<file path="config.mk">
export PLATFORM = sky130hd
export DESIGN_NAME = eeprom_host
export DESIGN_NICKNAME = d
export VERILOG_FILES = /design/src/hdl/eeprom_host_pkg.sv /design/src/hdl/eeprom_host.sv
export SDC_FILE = /design/constraint.sdc
export NUM_CORES = 1
export LEC_CHECK = 0
export BUFFER_PORTS_ARGS = -buffer_cell sky130_fd_sc_hd__clkbuf_2
export CAP_MARGIN = 40
export CORE_ASPECT_RATIO = 0.7
export CORE_UTILIZATION = 30
export CTS_BUF_LIST = sky130_fd_sc_hd__clkbuf_4 sky130_fd_sc_hd__clkbuf_8
export DETAILED_ROUTE_END_ITERATION = 7
export PLACE_DENSITY = 0.47
export SLEW_MARGIN = 20
export SYNTH_ARGS = -nofsm -noshare
export SYNTH_HDL_FRONTEND = slang
export SYNTH_SLANG_ARGS = --single-unit
</file>
<file path="constraint.sdc">
create_clock -name i_sys_clk -period 5.4 [get_ports i_sys_clk]
set_input_delay 0.54 -clock i_sys_clk [delete_from_list [all_inputs] [get_ports i_sys_clk]]
set_output_delay 0.54 -clock i_sys_clk [all_outputs]
set_load 0.005 [all_outputs]
</file>
<file path="src/hdl/eeprom_host_pkg.sv">
// Constants for the paged EEPROM host controller.
// Assumes a 100 MHz system clock and a byte-wide memory on parallel pins.
package eeprom_host_pkg;

  // ***********************************************************************
  // Geometry
  // ***********************************************************************
  localparam int ADDR_W = 19;
  localparam int DATA_W = 8;
  localparam int PAGE_LSB = 8;
  localparam int CMD_ADDR_W = 15;
  localparam int POLL_BIT = 7;

  // ***********************************************************************
  // Timing
  // ***********************************************************************
  localparam int CLK_PERIOD_NS = 10;
  localparam int BYTE_LOAD_WINDOW_US = 150;
  localparam int PROGRAM_PERIOD_MS = 10;
  localparam int WRITE_PULSE_NS = 100;
  localparam int PULSE_HIGH_NS = 50;
  localparam int READ_ACCESS_NS = 250;
  // Longest time rounds down; least times round up.
  localparam int BYTE_LOAD_WINDOW_CYC =
    (BYTE_LOAD_WINDOW_US * 1000) / CLK_PERIOD_NS;
  localparam int PROGRAM_PERIOD_CYC =
    (PROGRAM_PERIOD_MS * 1000000) / CLK_PERIOD_NS;
  localparam int WRITE_PULSE_CYC =
    (WRITE_PULSE_NS + CLK_PERIOD_NS - 1) / CLK_PERIOD_NS;
  localparam int PULSE_HIGH_CYC =
    (PULSE_HIGH_NS + CLK_PERIOD_NS - 1) / CLK_PERIOD_NS;
  localparam int READ_ACCESS_CYC =
    (READ_ACCESS_NS + CLK_PERIOD_NS - 1) / CLK_PERIOD_NS;

  // ***********************************************************************
  // Controller states
  // ***********************************************************************
  typedef enum logic [5:0] {
    ST_IDLE  = 6'b000001,
    ST_SETUP = 6'b000010,
    ST_PULSE = 6'b000100,
    ST_HIGH  = 6'b001000,
    ST_READ  = 6'b010000,
    ST_POLL  = 6'b100000
  } host_state_t;

endpackage

</file>
<file path="src/hdl/eeprom_host.sv">
// Host controller that writes and reads a paged EEPROM through its strobes.
// Assumes the memory pins are wired straight to this block's outputs.
//
// Behaviour
// Page number constant at every write strobe fall.
// Next byte load starts within load window.
// Output gate high while write strobes low.
// Lock arms at end of program period.
// Lock disarms at end of program period.
// Command bytes drive prescribed low address lines.
// Page number constant after protection command.
// Device floats data when chip or gate high.
// Device refuses write with gate low.
// Device latches data on first rising strobe.
// Polling read returns complemented poll bit.
// Device ignores loads while programming.
`timescale 1ns/1ns

module eeprom_host
  import eeprom_host_pkg::*;
#(
  parameter int PROG_CYC = PROGRAM_PERIOD_CYC,
  parameter int WINDOW_CYC = BYTE_LOAD_WINDOW_CYC
) (
  // Clock and reset.
  input wire logic i_sys_clk,
  input wire logic i_sys_rst,
  // User request port.
  input wire logic i_req,
  input wire logic i_req_write,
  input wire logic i_req_last,
  input wire logic [eeprom_host_pkg::ADDR_W-1:0] i_req_addr,
  input wire logic [eeprom_host_pkg::DATA_W-1:0] i_req_wdata,
  output logic o_req_ready,
  output logic o_rd_valid,
  output logic o_rd_data_q_out_unused,
  output logic [eeprom_host_pkg::DATA_W-1:0] o_rd_data,
  output logic o_page_error,
  output logic o_busy,
  // Memory pins.
  output logic [eeprom_host_pkg::ADDR_W-1:0] o_mem_addr,
  output logic o_mem_ce_n,
  output logic o_mem_oe_n,
  output logic o_mem_we_n,
  output logic [eeprom_host_pkg::DATA_W-1:0] o_mem_dq,
  output logic o_mem_dq_oe,
  input wire logic [eeprom_host_pkg::DATA_W-1:0] i_mem_dq
);
  import eeprom_host_pkg::*;

  // ***********************************************************************
  // State
  // ***********************************************************************
  host_state_t state_q, state_d;
  logic [31:0] cnt_q;
  logic [31:0] win_q;
  logic in_page_q;
  logic [ADDR_W-PAGE_LSB-1:0] page_q;
  logic [DATA_W-1:0] last_data_q;
  logic [ADDR_W-1:0] last_addr_q;
  logic last_q;
  logic write_q;
  logic [31:0] prog_q;
  logic [7:0] low_cnt_q;

  // Request decode, kept as named wires.
  wire idle_w = (state_q == ST_IDLE);
  wire take_w = idle_w && i_req;
  wire page_mismatch_w = in_page_q &&
    (i_req_addr[ADDR_W-1:PAGE_LSB] != page_q);
  // A write to a different page while a page is open is refused, since
  // the device would merge it into the wrong page.
  wire take_wr_w = take_w && i_req_write && !page_mismatch_w;
  wire take_rd_w = take_w && !i_req_write && !in_page_q;
  wire accept_w = take_wr_w || take_rd_w;
  wire cnt_done_w = (cnt_q == 32'd0);
  wire prog_done_w = (prog_q == 32'd0);
  wire poll_ok_w = (i_mem_dq[POLL_BIT] == last_data_q[POLL_BIT]);
  wire window_lapsed_w = in_page_q && (win_q == 32'd0);

  // ***********************************************************************
  // Next state
  // ***********************************************************************
  always_comb begin
    state_d = state_q;
    case (state_q)
      ST_IDLE: begin
        if (take_wr_w) state_d = ST_SETUP;
        else if (take_rd_w) state_d = ST_READ;
        else if (window_lapsed_w) state_d = ST_POLL;
      end
      ST_SETUP: state_d = ST_PULSE;
      ST_PULSE: if (cnt_done_w) state_d = ST_HIGH;
      ST_HIGH: begin
        if (cnt_done_w) state_d = last_q ? ST_POLL : ST_IDLE;
      end
      ST_READ: if (cnt_done_w) state_d = ST_IDLE;
      // Polling covers lock arming and disarming too: the lock only
      // changes once the program period is over, so the host waits.
      ST_POLL: begin
        if (cnt_done_w && (poll_ok_w || prog_done_w)) begin
          state_d = ST_IDLE;
        end
      end
      default: state_d = ST_IDLE;
    endcase
  end

  // ***********************************************************************
  // Sequencing registers
  // ***********************************************************************
  always_ff @(posedge i_sys_clk or posedge i_sys_rst) begin
    if (i_sys_rst) begin
      state_q <= ST_IDLE;
      cnt_q <= 32'd0;
      win_q <= 32'd0;
      in_page_q <= 1'b0;
      page_q <= '0;
      last_data_q <= '0;
      last_addr_q <= '0;
      last_q <= 1'b0;
      write_q <= 1'b0;
      prog_q <= 32'd0;
    end else begin
      state_q <= state_d;
      // Polling is bounded by the program period plus one load window.
      // A command-only sequence writes nothing, so its poll bit may never
      // match; without this bound the controller would hang there.
      if (state_d == ST_POLL && state_q != ST_POLL) begin
        prog_q <= 32'(PROG_CYC + WINDOW_CYC);
      end else if (prog_q != 32'd0) begin
        prog_q <= prog_q - 32'd1;
      end
      if (take_wr_w) begin
        page_q <= i_req_addr[ADDR_W-1:PAGE_LSB];
        last_data_q <= i_req_wdata;
        last_addr_q <= i_req_addr;
        last_q <= i_req_last;
        write_q <= 1'b1;
      end else if (take_rd_w) begin
        write_q <= 1'b0;
      end
      // Counter reload per state; the program period runs on its own counter, prog_q.
      if (state_d != state_q) begin
        case (state_d)
          ST_PULSE: cnt_q <= 32'(WRITE_PULSE_CYC - 1);
          ST_HIGH: cnt_q <= 32'(PULSE_HIGH_CYC - 1);
          ST_READ: cnt_q <= 32'(READ_ACCESS_CYC - 1);
          ST_POLL: cnt_q <= 32'(READ_ACCESS_CYC - 1);
          default: cnt_q <= 32'd0;
        endcase
      end else if (!cnt_done_w) begin
        cnt_q <= cnt_q - 32'd1;
      end else if (state_q == ST_POLL) begin
        cnt_q <= 32'(READ_ACCESS_CYC - 1); // Re-sample poll bit.
      end
      // Load window restarts at every strobe fall, with margin for setup.
      if (state_q == ST_SETUP) begin
        in_page_q <= 1'b1;
        win_q <= 32'(WINDOW_CYC - WRITE_PULSE_CYC - PULSE_HIGH_CYC - 2);
      end else if (state_d == ST_POLL) begin
        in_page_q <= 1'b0;
      end else if (win_q != 32'd0) begin
        win_q <= win_q - 32'd1;
      end
    end
  end

  // ***********************************************************************
  // Pin and user outputs, all registered
  // ***********************************************************************
  wire strobe_d = (state_d == ST_PULSE);
  wire read_d = (state_d == ST_READ) || (state_d == ST_POLL);
  wire active_d = (state_d != ST_IDLE);
  wire rd_done_w = (state_q == ST_READ) && cnt_done_w;

  always_ff @(posedge i_sys_clk or posedge i_sys_rst) begin
    if (i_sys_rst) begin
      o_mem_addr <= '0;
      o_mem_ce_n <= 1'b1;
      o_mem_oe_n <= 1'b1;
      o_mem_we_n <= 1'b1;
      o_mem_dq <= '0;
      o_mem_dq_oe <= 1'b0;
      o_req_ready <= 1'b0;
      o_rd_valid <= 1'b0;
      o_rd_data <= '0;
      o_page_error <= 1'b0;
      o_busy <= 1'b0;
      o_rd_data_q_out_unused <= 1'b0;
    end else begin
      // Only accepted requests move the pins, so a refused one cannot
      // steer the address away from a poll that starts in the same cycle.
      if (accept_w) begin
        o_mem_addr <= i_req_addr;
        o_mem_dq <= i_req_wdata;
      end else if (state_d == ST_POLL) begin
        o_mem_addr <= last_addr_q;
      end
      o_mem_we_n <= !strobe_d;
      o_mem_ce_n <= !(strobe_d || read_d);
      o_mem_oe_n <= !read_d;
      o_mem_dq_oe <= (state_d == ST_SETUP) || strobe_d ||
        (state_d == ST_HIGH);
      o_req_ready <= !active_d && !take_w;
      o_rd_valid <= rd_done_w;
      if (rd_done_w) o_rd_data <= i_mem_dq;
      o_page_error <= take_w && i_req_write && page_mismatch_w;
      o_busy <= active_d || in_page_q;
      o_rd_data_q_out_unused <= write_q;
    end
  end

  // ***********************************************************************
  // Checks
  // ***********************************************************************
  // Counts how long the write strobe has been low, for the pulse check.
  always_ff @(posedge i_sys_clk or posedge i_sys_rst) begin
    if (i_sys_rst) begin
      low_cnt_q <= 8'h00;
    end else if (!o_mem_we_n) begin
      low_cnt_q <= low_cnt_q + 8'h01;
    end else begin
      low_cnt_q <= 8'h00;
    end
  end

  gate_high_a: assert property (@(posedge i_sys_clk) disable iff (i_sys_rst)
    !o_mem_we_n |-> o_mem_oe_n)
    else $error("Output gate low during a write strobe.");

  page_same_a: assert property (@(posedge i_sys_clk) disable iff (i_sys_rst)
    $fell(o_mem_we_n) && $past(in_page_q) |->
    o_mem_addr[ADDR_W-1:PAGE_LSB] == page_q)
    else $error("Page number changed inside a page load.");

  cmd_page_a: assert property (@(posedge i_sys_clk) disable iff (i_sys_rst)
    $fell(o_mem_we_n) |-> $stable(page_q) || !$past(in_page_q))
    else $error("Page register moved at a strobe fall.");

  pulse_len_a: assert property (@(posedge i_sys_clk) disable iff (i_sys_rst)
    $rose(o_mem_we_n) |-> low_cnt_q >= 8'(WRITE_PULSE_CYC))
    else $error("Write pulse too short.");

  win_ok_a: assert property (@(posedge i_sys_clk) disable iff (i_sys_rst)
    in_page_q |-> win_q < 32'(WINDOW_CYC))
    else $error("Load window overran.");

  poll_exit_a: assert property (@(posedge i_sys_clk) disable iff (i_sys_rst)
    state_q == ST_POLL && state_d == ST_IDLE |->
    i_mem_dq[POLL_BIT] == last_data_q[POLL_BIT] || prog_done_w)
    else $error("Left polling before true data.");

  poll_bound_a: assert property (@(posedge i_sys_clk) disable iff (i_sys_rst)
    state_q == ST_POLL && cnt_done_w && prog_done_w |=> state_q == ST_IDLE)
    else $error("Polling outlived its bound.");

  no_load_a: assert property (@(posedge i_sys_clk) disable iff (i_sys_rst)
    state_q == ST_POLL |-> o_mem_we_n && o_mem_dq_oe == 1'b0)
    else $error("Byte load during programming.");

  lock_wait_a: assert property (@(posedge i_sys_clk) disable iff (i_sys_rst)
    state_q == ST_HIGH && cnt_done_w && last_q |=> state_q == ST_POLL)
    else $error("Program period not awaited.");

endmodule // eeprom_host

</file>
==> out/results.ini, run 1 <==
[outcome]
status=finished clean

[worst_hold_path]
hp-class=in -> async

[logic_synthesis]
synth_flop_cell=dfrtp_1
synth.distinct_cells=58
synth_edf_count=0
synth_top_area_share_pct=49.7
ys.warnings.count=0
ys_seq_area_share_pct=51.0
netlist_area_um2=8310
synth_nets=844
synth.avg_cell_area_um2=10.4
yosys_register_bits=169
synthTopCellsByArea=dfrtp_1 (50%), mux2_2 (5.2%), xnor2_1 (4.0%), xor2_1 (3.7%), nor3_1 (3.2%)
netlist_instances=800
yosys.area.top_type=dfrtp_1
async_reset_ff_share_pct=100

[floorplanning]
start_util_pct=30.8
boundaryPins=84
row_count=50
die_y_um=141
core_um2=27000
die-width_um=201
dieArea_um2=28400

[clock_tree]
cts_buffers=17
htreeDepth=4
numClockSinks=169
clockBufferDepth=2
clk_latency_ns=0.49
cts.repair.resized=0
cts-root-buf=clkbuf_8
cts_setup_buffers=0
cts_hold_buf=0
cts_tree=yes
path_clk_slew_ns=0.09

[worst_setup_path]
cp-startpoint=cnt_q[0]
r2r-start=cnt_q[0]
critical_path.cell_chain=inv_1 -> ha_1 -> or4b_1 -> nor4_4 -> nand3_1 -> a2bb2oi_2 -> nand3_1 -> or4_1 -> a21oi_1
slowest_stage=a2bb2oi_2
worst-setup-path-type=reg -> reg
path_max_fanout=15
cpMostUsedCell=nand3_1
cpPeakStageDelay_ns=0.65
worstPathArrival_ns=4.43
endpoint_kind=flip-flop
start_kind=flip-flop
crit_required_ns=5.81

[placement]
port_buffers=83
dpl.hpwl_um=12600
gp_congestion=0.757

[route]
vias=6106
wire_per_inst_um=15.3
drc=0
route.met3.wl_um=1290
routed_wl_um=19100
dr.pass1.iters=4
ant_nets=0
wl_met1_um=10300
viasPerCell=4.87
drt_first_iter_violations=362
wl_met2_um=7250
top_layer_used=met4

[grt]
grt_start_max_net_pins=170
grt_pass1_vias=6042
grt_pass1_wl_um=32400
grt_usage_pct=14.4
grt-ovfl-total=0
antenna_found_initial=0

[layout]
layout_common_cells=dfrtp_1 (165), clkbuf_2 (83), nor2_1 (67)
drive_above_1_share_pct=22.8
final_common_cell=dfrtp_1
syn2layout_area_growth_pct=15.0
antenna_cells=0
nets=920
fillers=2761

[timing]
period_minus_slack_ns=4.02
skew_ns=0.0191
tns_ns=0
hold_viol=0
whs_ns=0.240
rsz0062_at_grt=false
max_slew_margin_pct=32.9
finalMaxSlewViolations=0
worst_slew_pin_slew_ns=1.01
setup_viol=0
fmax_ghz=0.249
fin_crit_sh_pct=74.4

[pwr]
leakage_uw=0.00425
vdd_drop_max_uv=172
p_per_area_nw_per_um2=304
power_uw=2900

[run]
maxCapViolCount=0

cells in the mapped netlist, types with 8 or more instances:
library cell / number
a21oi_1: 26
buf_2: 8
clkbuf_1: 28
dfrtp_1: 165
inv_1: 17
mux2_2: 38
mux2i_1: 22
nand2_1: 59
nand2b_1: 8
nand3_1: 12
nor2_1: 68
nor3_1: 53
nor4_1: 19
o21ai_0: 36
o31ai_1: 12
or2_2: 10
or3_1: 25
or4_1: 29
xnor2_1: 38
xor2_1: 35
critical path, delay by kind of cell (launching register included):
kind                       cells  cell delay (ns)
and+or+nand+nor                5             2.46
AOI/OAI and AO/OA              2             0.80
DFF                            1             0.41
adders and majority gates      1             0.20
buffers and inverters          1             0.07
layer usage:
metal	vias up	track usage, %
met5	-	0
met4	0	4.94
met3	15	4.97
met2	136	18.8
met1	2917	21.5
li1	3038	-
sequential cells by signal (all words and copies together) (netlist names), 6 cells and up:
signal	count
o_rd_data	8
cnt_q	32
win_q	32
prog_q	32
last_addr_q	8
o_mem_dq	8
page_q	11
o_mem_addr	19
state_q	6
report_power, final:
group          switching [uW]  internal, uW
combinational             272           212
sequential                129          1380
clock                     458           455
per-stage QoR:
| stage | utilization (%) | instance area [um^2] | instances | worst slack [ns] |
|---|---|---|---|---|
| 2_1_floorplan | - | 8310 | 800 | 0.292 |
| 3_3_place_gp | 33.9 | 9130 | 1218 | 1.48 |
| 6_report | 35.4 | 9550 | 1253 | 1.38 |
| 4_1_cts | 35.4 | 9550 | 1253 | 1.38 |
| 5_1_grt | 35.4 | 9550 | 1253 | 0.992 |
| 3_5_place_dp | 34.0 | 9160 | 1221 | 1.43 |
final cells by class:
class | instances | area [um^2] | area share [%]
repair buffers | 95 | 526 | 5.50
clock inverters | 3 | 42.5 | 0.445
inverters | 17 | 68.8 | 0.721
multi-input cells | 576 | 3870 | 40.6
flip-flops and latches | 169 | 4230 | 44.3
well taps | 364 | 455 | 4.77
clock buffers | 29 | 349 | 3.66
logic make-up after synthesis:
logic type / after synthesis / synth area share [%]
AND/OR/NAND/NOR: 328 / 21.8
flip-flops: 169 / 51.0
multiplexers: 60 / 7.80
buffers and inverters: 55 / 2.65
adder cells (fa/ha/maj): 4 / 0.603
XOR/XNOR: 73 / 7.70
AO/OA/AOI/OAI: 111 / 8.47
worst paths after layout:
path | to | slack, ns | cells after the start
worst min-delay path | o_rd_data[1] | 0.24 | 3
min in group i_sys_clk | o_mem_addr[6] | 0.27 | 3
max in group asynchronous | win_q[9] | 4.35 | 3
worst max register to register | win_q[25] | 1.38 | 9
worst min register to register | o_rd_data_q_out_unused | 0.42 | 0
worst max-delay path | win_q[25] | 1.38 | 9
Note: power is estimated with default switching activity, not from simulation.
==> run 2, diff against run 1 <==
ABC_AREA = 1   (was unset)
PLACE_DENSITY = 0.45   (was 0.47)
clock period = 4.2 ns   (was 5.4 ns; I/O delays follow)
==> run 2 against run 1 <==
  * Synthesized cell count up 35%
  * Via count up 12%
  * Fmax up 40%
  * Non-clock buffer count down 6
  * Die area up 4.3%
  * Clock skew up 0.0059 ns
  * Sequential power up 30%
  * Worst setup slack worse by 0.050 ns
  * Worst hold slack worse by 0.12 ns
  * Critical path type unchanged
==> out/results.ini, run 2 <==
[worst_setup_path]
cp-startpoint=prog_q[0]  ; was cnt_q[0]
crit_end=cnt_q[27]  ; was win_q[25]
path_max_fanout=26  ; was 15
critical_path.cell_chain=inv_1 -> ha_1 -> nand2_2 -> nor2_4 -> nand2_1 -> o21bai_1 -> nand2_1 -> nand2_1 -> nand2_1 -> inv_2 -> nand2_4 -> nand2_2 -> nand4_4 -> nor2_8 -> nand2_4 -> a21oi_1  ; was inv_1 -> ha_1 -> or4b_1 -> nor4_4 -> nand3_1 -> a2bb2oi_2 -> nand3_1 -> or4_1 -> a21oi_1
r2r-start=prog_q[0]  ; was cnt_q[0]
rr_endpoint=cnt_q[27]  ; was win_q[25]
r2r_cells=16  ; was 9
slowest_stage=dfrtp_1  ; was a2bb2oi_2
endpoint_kind=flip-flop  ; unchanged
start_kind=flip-flop  ; unchanged
cp_top_family=simple AND/OR/NAND/NOR gates  ; unchanged
worstPathArrival_ns=3.27  ; was 4.43 ns
cpMostUsedCell=nand2_1  ; was nand3_1
worst-path-stages=16  ; was 9
worst-setup-path-type=reg -> reg  ; unchanged
path_buf_inv=2  ; was 1
crit_required_ns=4.60  ; was 5.81 ns
cpPeakStageDelay_ns=0.41  ; was 0.65 ns
ff2ff_setup_slack_ns=1.33  ; was 1.38 ns

[floorplanning]
boundaryPins=84  ; unchanged
core_um2=28100  ; was 27,000 um^2
die-width_um=205  ; was 201 um
row_count=51  ; was 50
dieArea_um2=29600  ; was 28,400 um^2
start_util_pct=30.9  ; was 30.8%
die_y_um=144  ; was 141 um

[timing]
finalMaxSlewViolations=0  ; unchanged
max_slew_margin_pct=35.2  ; was 32.9%
rsz0062_at_grt=false  ; unchanged
tns_ns=0  ; unchanged
skew_ns=0.0250  ; was 0.0191 ns
hold_viol=0  ; unchanged
setup_viol=0  ; unchanged
fin_crit_sh_pct=68.2  ; was 74.4%
worst_slew_pin_slew_ns=0.972  ; was 1.01 ns
period_minus_slack_ns=2.87  ; was 4.02 ns
fmax_ghz=0.349  ; was 0.249 GHz

[clock_tree]
cts_setup_buffers=0  ; unchanged
numClockSinks=169  ; unchanged
clk_latency_ns=0.49  ; about the same
clockBufferDepth=2  ; unchanged
cts-root-buf=clkbuf_8  ; unchanged
cts.repair.resized=0  ; unchanged
cts_hold_buf=0  ; unchanged
cts_buffers=17  ; unchanged
htreeDepth=4  ; unchanged
path_clk_slew_ns=0.09  ; about the same
cts_tree=yes  ; unchanged

[pwr]
leakage_uw=0.00465  ; was 0.00425 uW
p_per_area_nw_per_um2=402  ; was 304 nW/um^2
vdd_drop_max_uv=164  ; was 172 uV
power_uw=3980  ; was 2900 uW

[grt]
antenna_found_initial=1  ; was 0
grt_start_max_net_pins=170  ; unchanged
grt-ovfl-total=0  ; unchanged
grt_pass1_vias=6509  ; was 6,042
grt_pass1_wl_um=34700  ; was 32,400 um
grt_usage_pct=15.1  ; was 14.4%

[layout]
seq_area_um2=4230  ; unchanged
multi_input_area_um2=3920  ; was 3870 um^2
syn2layout_area_growth_pct=14.2  ; was 15.0%
final_common_cell=nand2_1  ; was dfrtp_1
layout_common_cells=nand2_1 (277), nor2_1 (166), dfrtp_1 (165)  ; was dfrtp_1 (165), clkbuf_2 (83), nor2_1 (67)
top_regs=cnt_q: 32 flops, prog_q: 32 flops, win_q: 32 flops  ; unchanged
nets=1203  ; was 920
drive_above_1_share_pct=16.7  ; was 22.8%
fillers=3003  ; was 2,761

[placement]
gp_congestion=0.733  ; was 0.757
dpl.hpwl_um=14500  ; was 12,600 um
port_buffers=83  ; unchanged

[worst_hold_path]
hp-class=in -> reg  ; was in -> async
min_path_cells=3

[logic_synthesis]
synth_flop_cell=dfrtp_1  ; unchanged
yosys.area.top_type=dfrtp_1  ; unchanged
synth.avg_cell_area_um2=8.06  ; was 10.4 um^2
netlist_area_um2=8670  ; was 8310 um^2
ys.warnings.count=0  ; unchanged
synth_nets=1120  ; was 844
synth_top_area_share_pct=47.6  ; was 49.7%
netlist_instances=1076  ; was 800
async_reset_ff_share_pct=100  ; unchanged
ys_seq_area_share_pct=48.8  ; was 51.0%
synth_most_common_cell=nand2_1  ; was dfrtp_1
synthTopCellsByArea=dfrtp_1 (48%), nand2_1 (12%), nor2_1 (7.2%), inv_1 (4.2%), xor2_1 (3.4%)  ; was dfrtp_1 (50%), mux2_2 (5.2%), xnor2_1 (4.0%), xor2_1 (3.7%), nor3_1 (3.2%)
synth.distinct_cells=48  ; was 58
synth_edf_count=0  ; unchanged
ys_top_cells_by_count=nand2_1 (277), nor2_1 (167), dfrtp_1 (165)  ; was dfrtp_1 (165), nor2_1 (68), nand2_1 (59)
yosys_register_bits=169  ; unchanged

[route]
viasPerCell=4.43  ; was 4.87
routed_wl_um=21100  ; was 19,100 um
drt_first_iter_violations=376  ; was 362
ant_nets=0  ; unchanged
vias=6840  ; was 6,106
wire_per_inst_um=13.7  ; was 15.3 um
drc=0  ; unchanged
dr.pass1.iters=6  ; was 4

[run]
maxCapViolCount=0  ; unchanged

[outcome]
status=finished clean  ; unchanged

run 2: cell types whose count changed in the layout (fill, tap and decap cells not counted), sizes merged, moves of 22 or more:
cell,delta
or3,-24
nand3,+41
mux2,-38
nand2,+233
nor3,-30
nor2,+135
inv,+89
mux2i,-22
or4,-30
run 2: worst min-delay path, delay by kind of cell:
family	cells	cell delay, ns
buffers and inverters	1	0.08
and+or+nand+nor	2	0.08
run 2: layout make-up:
cell class | count | share of cell area, %
sequential | 169 | 42.8
multi-input combinational | 779 | 39.6
tap | 371 | 4.69
antenna | 1 | 0.0253
inverter | 103 | 3.94
clock buffer | 19 | 2.58
clock inverter | 12 | 1.67
timing repair buffer | 89 | 4.78
run 2: cells by family after synthesis:
family	Yosys count	synth area share [%]
and+or+nand+nor	621	32.4
DFF	169	48.8
buffers and inverters	128	6.03
AOI/OAI and AO/OA	98	6.49
xor gates and xnor gates	56	5.66
adders and majority gates	4	0.577
run 2: per-layer routing:
| metal | routed length (um) | part of all wire [%] | global-route usage, % |
|---|---|---|---|
| met2 | 7940 | 38 | 19.6 |
| met3 | 1300 | 6.2 | 4.98 |
| met5 | 0 | 0 | 0 |
| met4 | 200 | 0.95 | 4.56 |
| met1 | 11700 | 55 | 23.0 |
run 2: report_power, final:
| group | internal [uW] | switching, uW |
|---|---|---|
| combinational | 306 | 452 |
| sequential | 1790 | 167 |
| clock | 618 | 648 |
| total | 2710 | 1270 |
run 2: per-stage QoR:
step                      cells  worst slack, ns  util [%]  hold WS, ns  area [um^2]
after detailed placement   1511             1.29      33.8        0.369         9480
after CTS                  1542             1.29      35.3       0.0762         9900
final                      1543             1.33      35.3        0.125         9900
after global routing       1542            0.929      35.3       0.0784         9900
after floorplan            1076             1.63         -        0.354         8670
after global placement     1511             1.34      33.8        0.361         9480
run 2: worst min-delay path by stage:
| stage | startpoint | endpoint | slack (ns) |
|---|---|---|---|
| floorplan | write_q | o_rd_data_q_out_unused | 0.35 |
| global placement | write_q | o_rd_data_q_out_unused | 0.36 |
| detailed placement | write_q | o_rd_data_q_out_unused | 0.37 |
| CTS | i_mem_dq[6] | o_rd_data[6] | 0.08 |
| global route | i_mem_dq[0] | o_rd_data[0] | 0.08 |
| finish | i_req_wdata[2] | o_mem_dq[2] | 0.12 |
==> run 3, diff against run 2 <==
clock period = 3 ns   (was 4.2 ns; I/O delays follow)
==> run 3 against run 2 <==
  * Fmax increased by 7.6%
  * Design area increased by 3.4%
  * Flip-flop and latch count unchanged
  * Clock skew fell by 0.0051 ns
  * Largest power group unchanged
  * Combinational power is 45% higher
==> out/results.ini, run 3 (synthesis results as in run 2) <==
[worst_setup_path]
critical_path.cell_chain=inv_1 -> ha_1 -> nand2_2 -> nor2_4 -> nand2_1 -> o21bai_1 -> nand2_1 -> nand2_1 -> nand2_1 -> inv_2 -> nand2_4 -> nand2_2 -> nand4_4 -> nor2_8 -> nand2_4 -> a21oi_1  ; unchanged
endpoint_kind=flip-flop  ; unchanged
cp_top_family=simple AND/OR/NAND/NOR gates  ; unchanged
cpMostUsedCell=nand2_1  ; unchanged
ff2ff_setup_slack_ns=0.34  ; was 1.33 ns
worstPathArrival_ns=3.06  ; was 3.27 ns
start_kind=flip-flop  ; unchanged
slowest_stage=dfrtp_1  ; unchanged
cpPeakStageDelay_ns=0.41  ; about the same
crit_required_ns=3.39  ; was 4.60 ns
path_buf_inv=2  ; unchanged
worst-setup-path-type=reg -> reg  ; unchanged
path_max_fanout=26  ; unchanged

[pwr]
p_seq_share_pct=50.1  ; was 49.2%
p_sw_uw=1820  ; was 1270 uW
p_per_area_nw_per_um2=535  ; was 402 nW/um^2
sw_frac_of_total_pct=33.1  ; was 31.8%
vdd_drop_max_uv=243  ; was 164 uV
p_comb_share_pct=20.0  ; was 19.0%
pwr-share-clk_pct=29.9  ; was 31.8%
leakage_uw=0.00479  ; was 0.00465 uW
p_int_uw=3660  ; was 2710 uW

[floorplanning]
row_count=51  ; unchanged
dieArea_um2=29600  ; unchanged
core_um2=28100  ; unchanged
die-width_um=205  ; unchanged
boundaryPins=84  ; unchanged
die_y_um=144  ; unchanged
start_util_pct=30.9  ; unchanged

[outcome]
status=finished clean  ; unchanged

[worst_hold_path]
hp-class=in -> reg  ; unchanged

[layout]
final_common_cell=nand2_1  ; unchanged
syn2layout_area_growth_pct=18.1  ; was 14.2%
fillers=2972  ; was 3,003
drive_above_1_share_pct=17.1  ; was 16.7%
stdcell_count=1579  ; was 1,543
nets=1238  ; was 1,203
top_regs=cnt_q: 32 flops, prog_q: 32 flops, win_q: 32 flops  ; unchanged
layout_common_cells=nand2_1 (277), nor2_1 (166), dfrtp_1 (165)  ; unchanged

[route]
routed_wl_um=21600  ; was 21,100 um
ant_nets=0  ; unchanged
wire_per_inst_um=13.7  ; about the same
viasPerCell=4.47  ; was 4.43
vias=7059  ; was 6,840
drt_first_iter_violations=456  ; was 376
drc=0  ; unchanged
dr.pass1.iters=5  ; was 6

[timing]
setup_viol=0  ; unchanged
rsz0062_at_grt=false  ; unchanged
hold_viol=0  ; unchanged
period_minus_slack_ns=2.66  ; was 2.87 ns
fmax_ghz=0.376  ; was 0.349 GHz
finalMaxSlewViolations=0  ; unchanged
max_slew_margin_pct=64.2  ; was 35.2%
tns_ns=0  ; unchanged
worst_slew_pin_slew_ns=0.532  ; was 0.972 ns
skew_ns=0.0199  ; was 0.0250 ns
fin_crit_sh_pct=88.8  ; was 68.2%

[clock_tree]
cts-root-buf=clkbuf_8  ; unchanged
htreeDepth=4  ; unchanged
path_clk_slew_ns=0.10  ; was 0.09 ns
cts_buffers=17  ; unchanged
cts_setup_buffers=0  ; unchanged
cts_tree=yes  ; unchanged
clk_latency_ns=0.48  ; was 0.49 ns
numClockSinks=169  ; unchanged
clockBufferDepth=2  ; unchanged

[placement]
gp_congestion=0.790  ; was 0.733
dp_cells=1522  ; was 1,511
port_buffers=83  ; unchanged
dpl.hpwl_um=15400  ; was 14,500 um

[grt]
grt_busiest_layer=met1  ; unchanged
grt_pass1_vias=6777  ; was 6,509
grt_usage_pct=15.7  ; was 15.1%
antenna_found_initial=1  ; unchanged
grt_start_max_net_pins=61  ; was 170
grt-ovfl-total=0  ; unchanged
grt_pass1_wl_um=36200  ; was 34,700 um
met2_usage_pct=20.8  ; was 19.6%
grtUsageMet3_pct=4.64  ; was 4.98%
use_met1_pct=23.9  ; was 23.0%

[run]
maxCapViolCount=0  ; unchanged

-- run 3: cell types whose count changed in the layout (fill, tap and decap cells not counted), sizes merged --
| cell | before | now |
|---|---|---|
| clkinvlp | 2 | 5 |
| dlygate4sd3 | 0 | 24 |
| clkinv | 4 | 1 |
| inv | 106 | 109 |
| buf | 6 | 17 |
| bufinv | 3 | 1 |
-- run 3: path summary, 6_finish.rpt --
path                           startpoint                      to  cells after the start
max                             prog_q[0]               cnt_q[16]                     16
min                        i_req_addr[17]               page_q[9]                      3
max reg2reg                     prog_q[0]               cnt_q[16]                     16
min reg2reg                       write_q  o_rd_data_q_out_unused                      0
max in group asynchronous       i_sys_rst           o_mem_addr[8]                      5
min in group asynchronous       i_sys_rst               cnt_q[17]                      3
-- run 3: final cells by class --
class                   count  area [um^2]  share of cell area [%]
well taps                 371          464                    4.53
clock inverters            13          135                    1.32
diodes                      1         2.50                  0.0244
flip-flops and latches    169         4230                    41.4
inverters                 103          390                    3.81
clock buffers              19          249                    2.43
multi-input cells         779         3920                    38.3
repair buffers            124          846                    8.26
-- run 3: per-stage QoR --
step	instance area (um^2)	worst slack [ns]	total power, uW	hold WS (ns)	utilization, %
after floorplan	8670	0.549	3580	0.354	-
after global placement	9590	0.396	3870	0.387	34.2
after detailed placement	9610	0.318	3860	0.294	34.2
after CTS	10200	0.286	5570	0.00936	36.5
after global routing	10200	0.0140	5850	0.0285	36.5
final	10200	0.337	5480	0.0565	36.5
-- run 3: layer usage --
layer  wire length [um]  share of wire [%]  vias to the layer above
met5                  0                  0                        -
met4                223                1.0                        0
met3               1200                5.5                       16
met2               8280                 38                      105
met1              11900                 55                     3267
li1                   -                  -                     3671
-- run 3: worst reg2reg max path, cell delays in order (launching register included) --
cell	delay, ns
dfrtp_1	0.41
inv_1	0.08
ha_1	0.20
nand2_2	0.11
nor2_4	0.20
nand2_1	0.09
o21bai_1	0.24
nand2_1	0.08
nand2_1	0.07
nand2_1	0.06
inv_2	0.07
nand2_4	0.08
nand2_2	0.13
nand4_4	0.13
nor2_8	0.16
nand2_4	0.26
a21oi_1	0.22
-- run 3: timing repair --
item                                   4_1_cts  5_1_grt
endpoints found under the hold margin       33        0
hold buffers                                24        0
gates resized for setup                      0        0
-- run 3: power groups by stage --
stage / clock (uW) / sequential [uW] / combinational, uW
3_5_place_dp: 0 / 2780 / 1080
6_report: 1640 / 2750 / 1100
5_1_grt: 1800 / 2780 / 1260
2_1_floorplan: 0 / 2730 / 850
4_1_cts: 1720 / 2740 / 1110
3_3_place_gp: 0 / 2790 / 1080
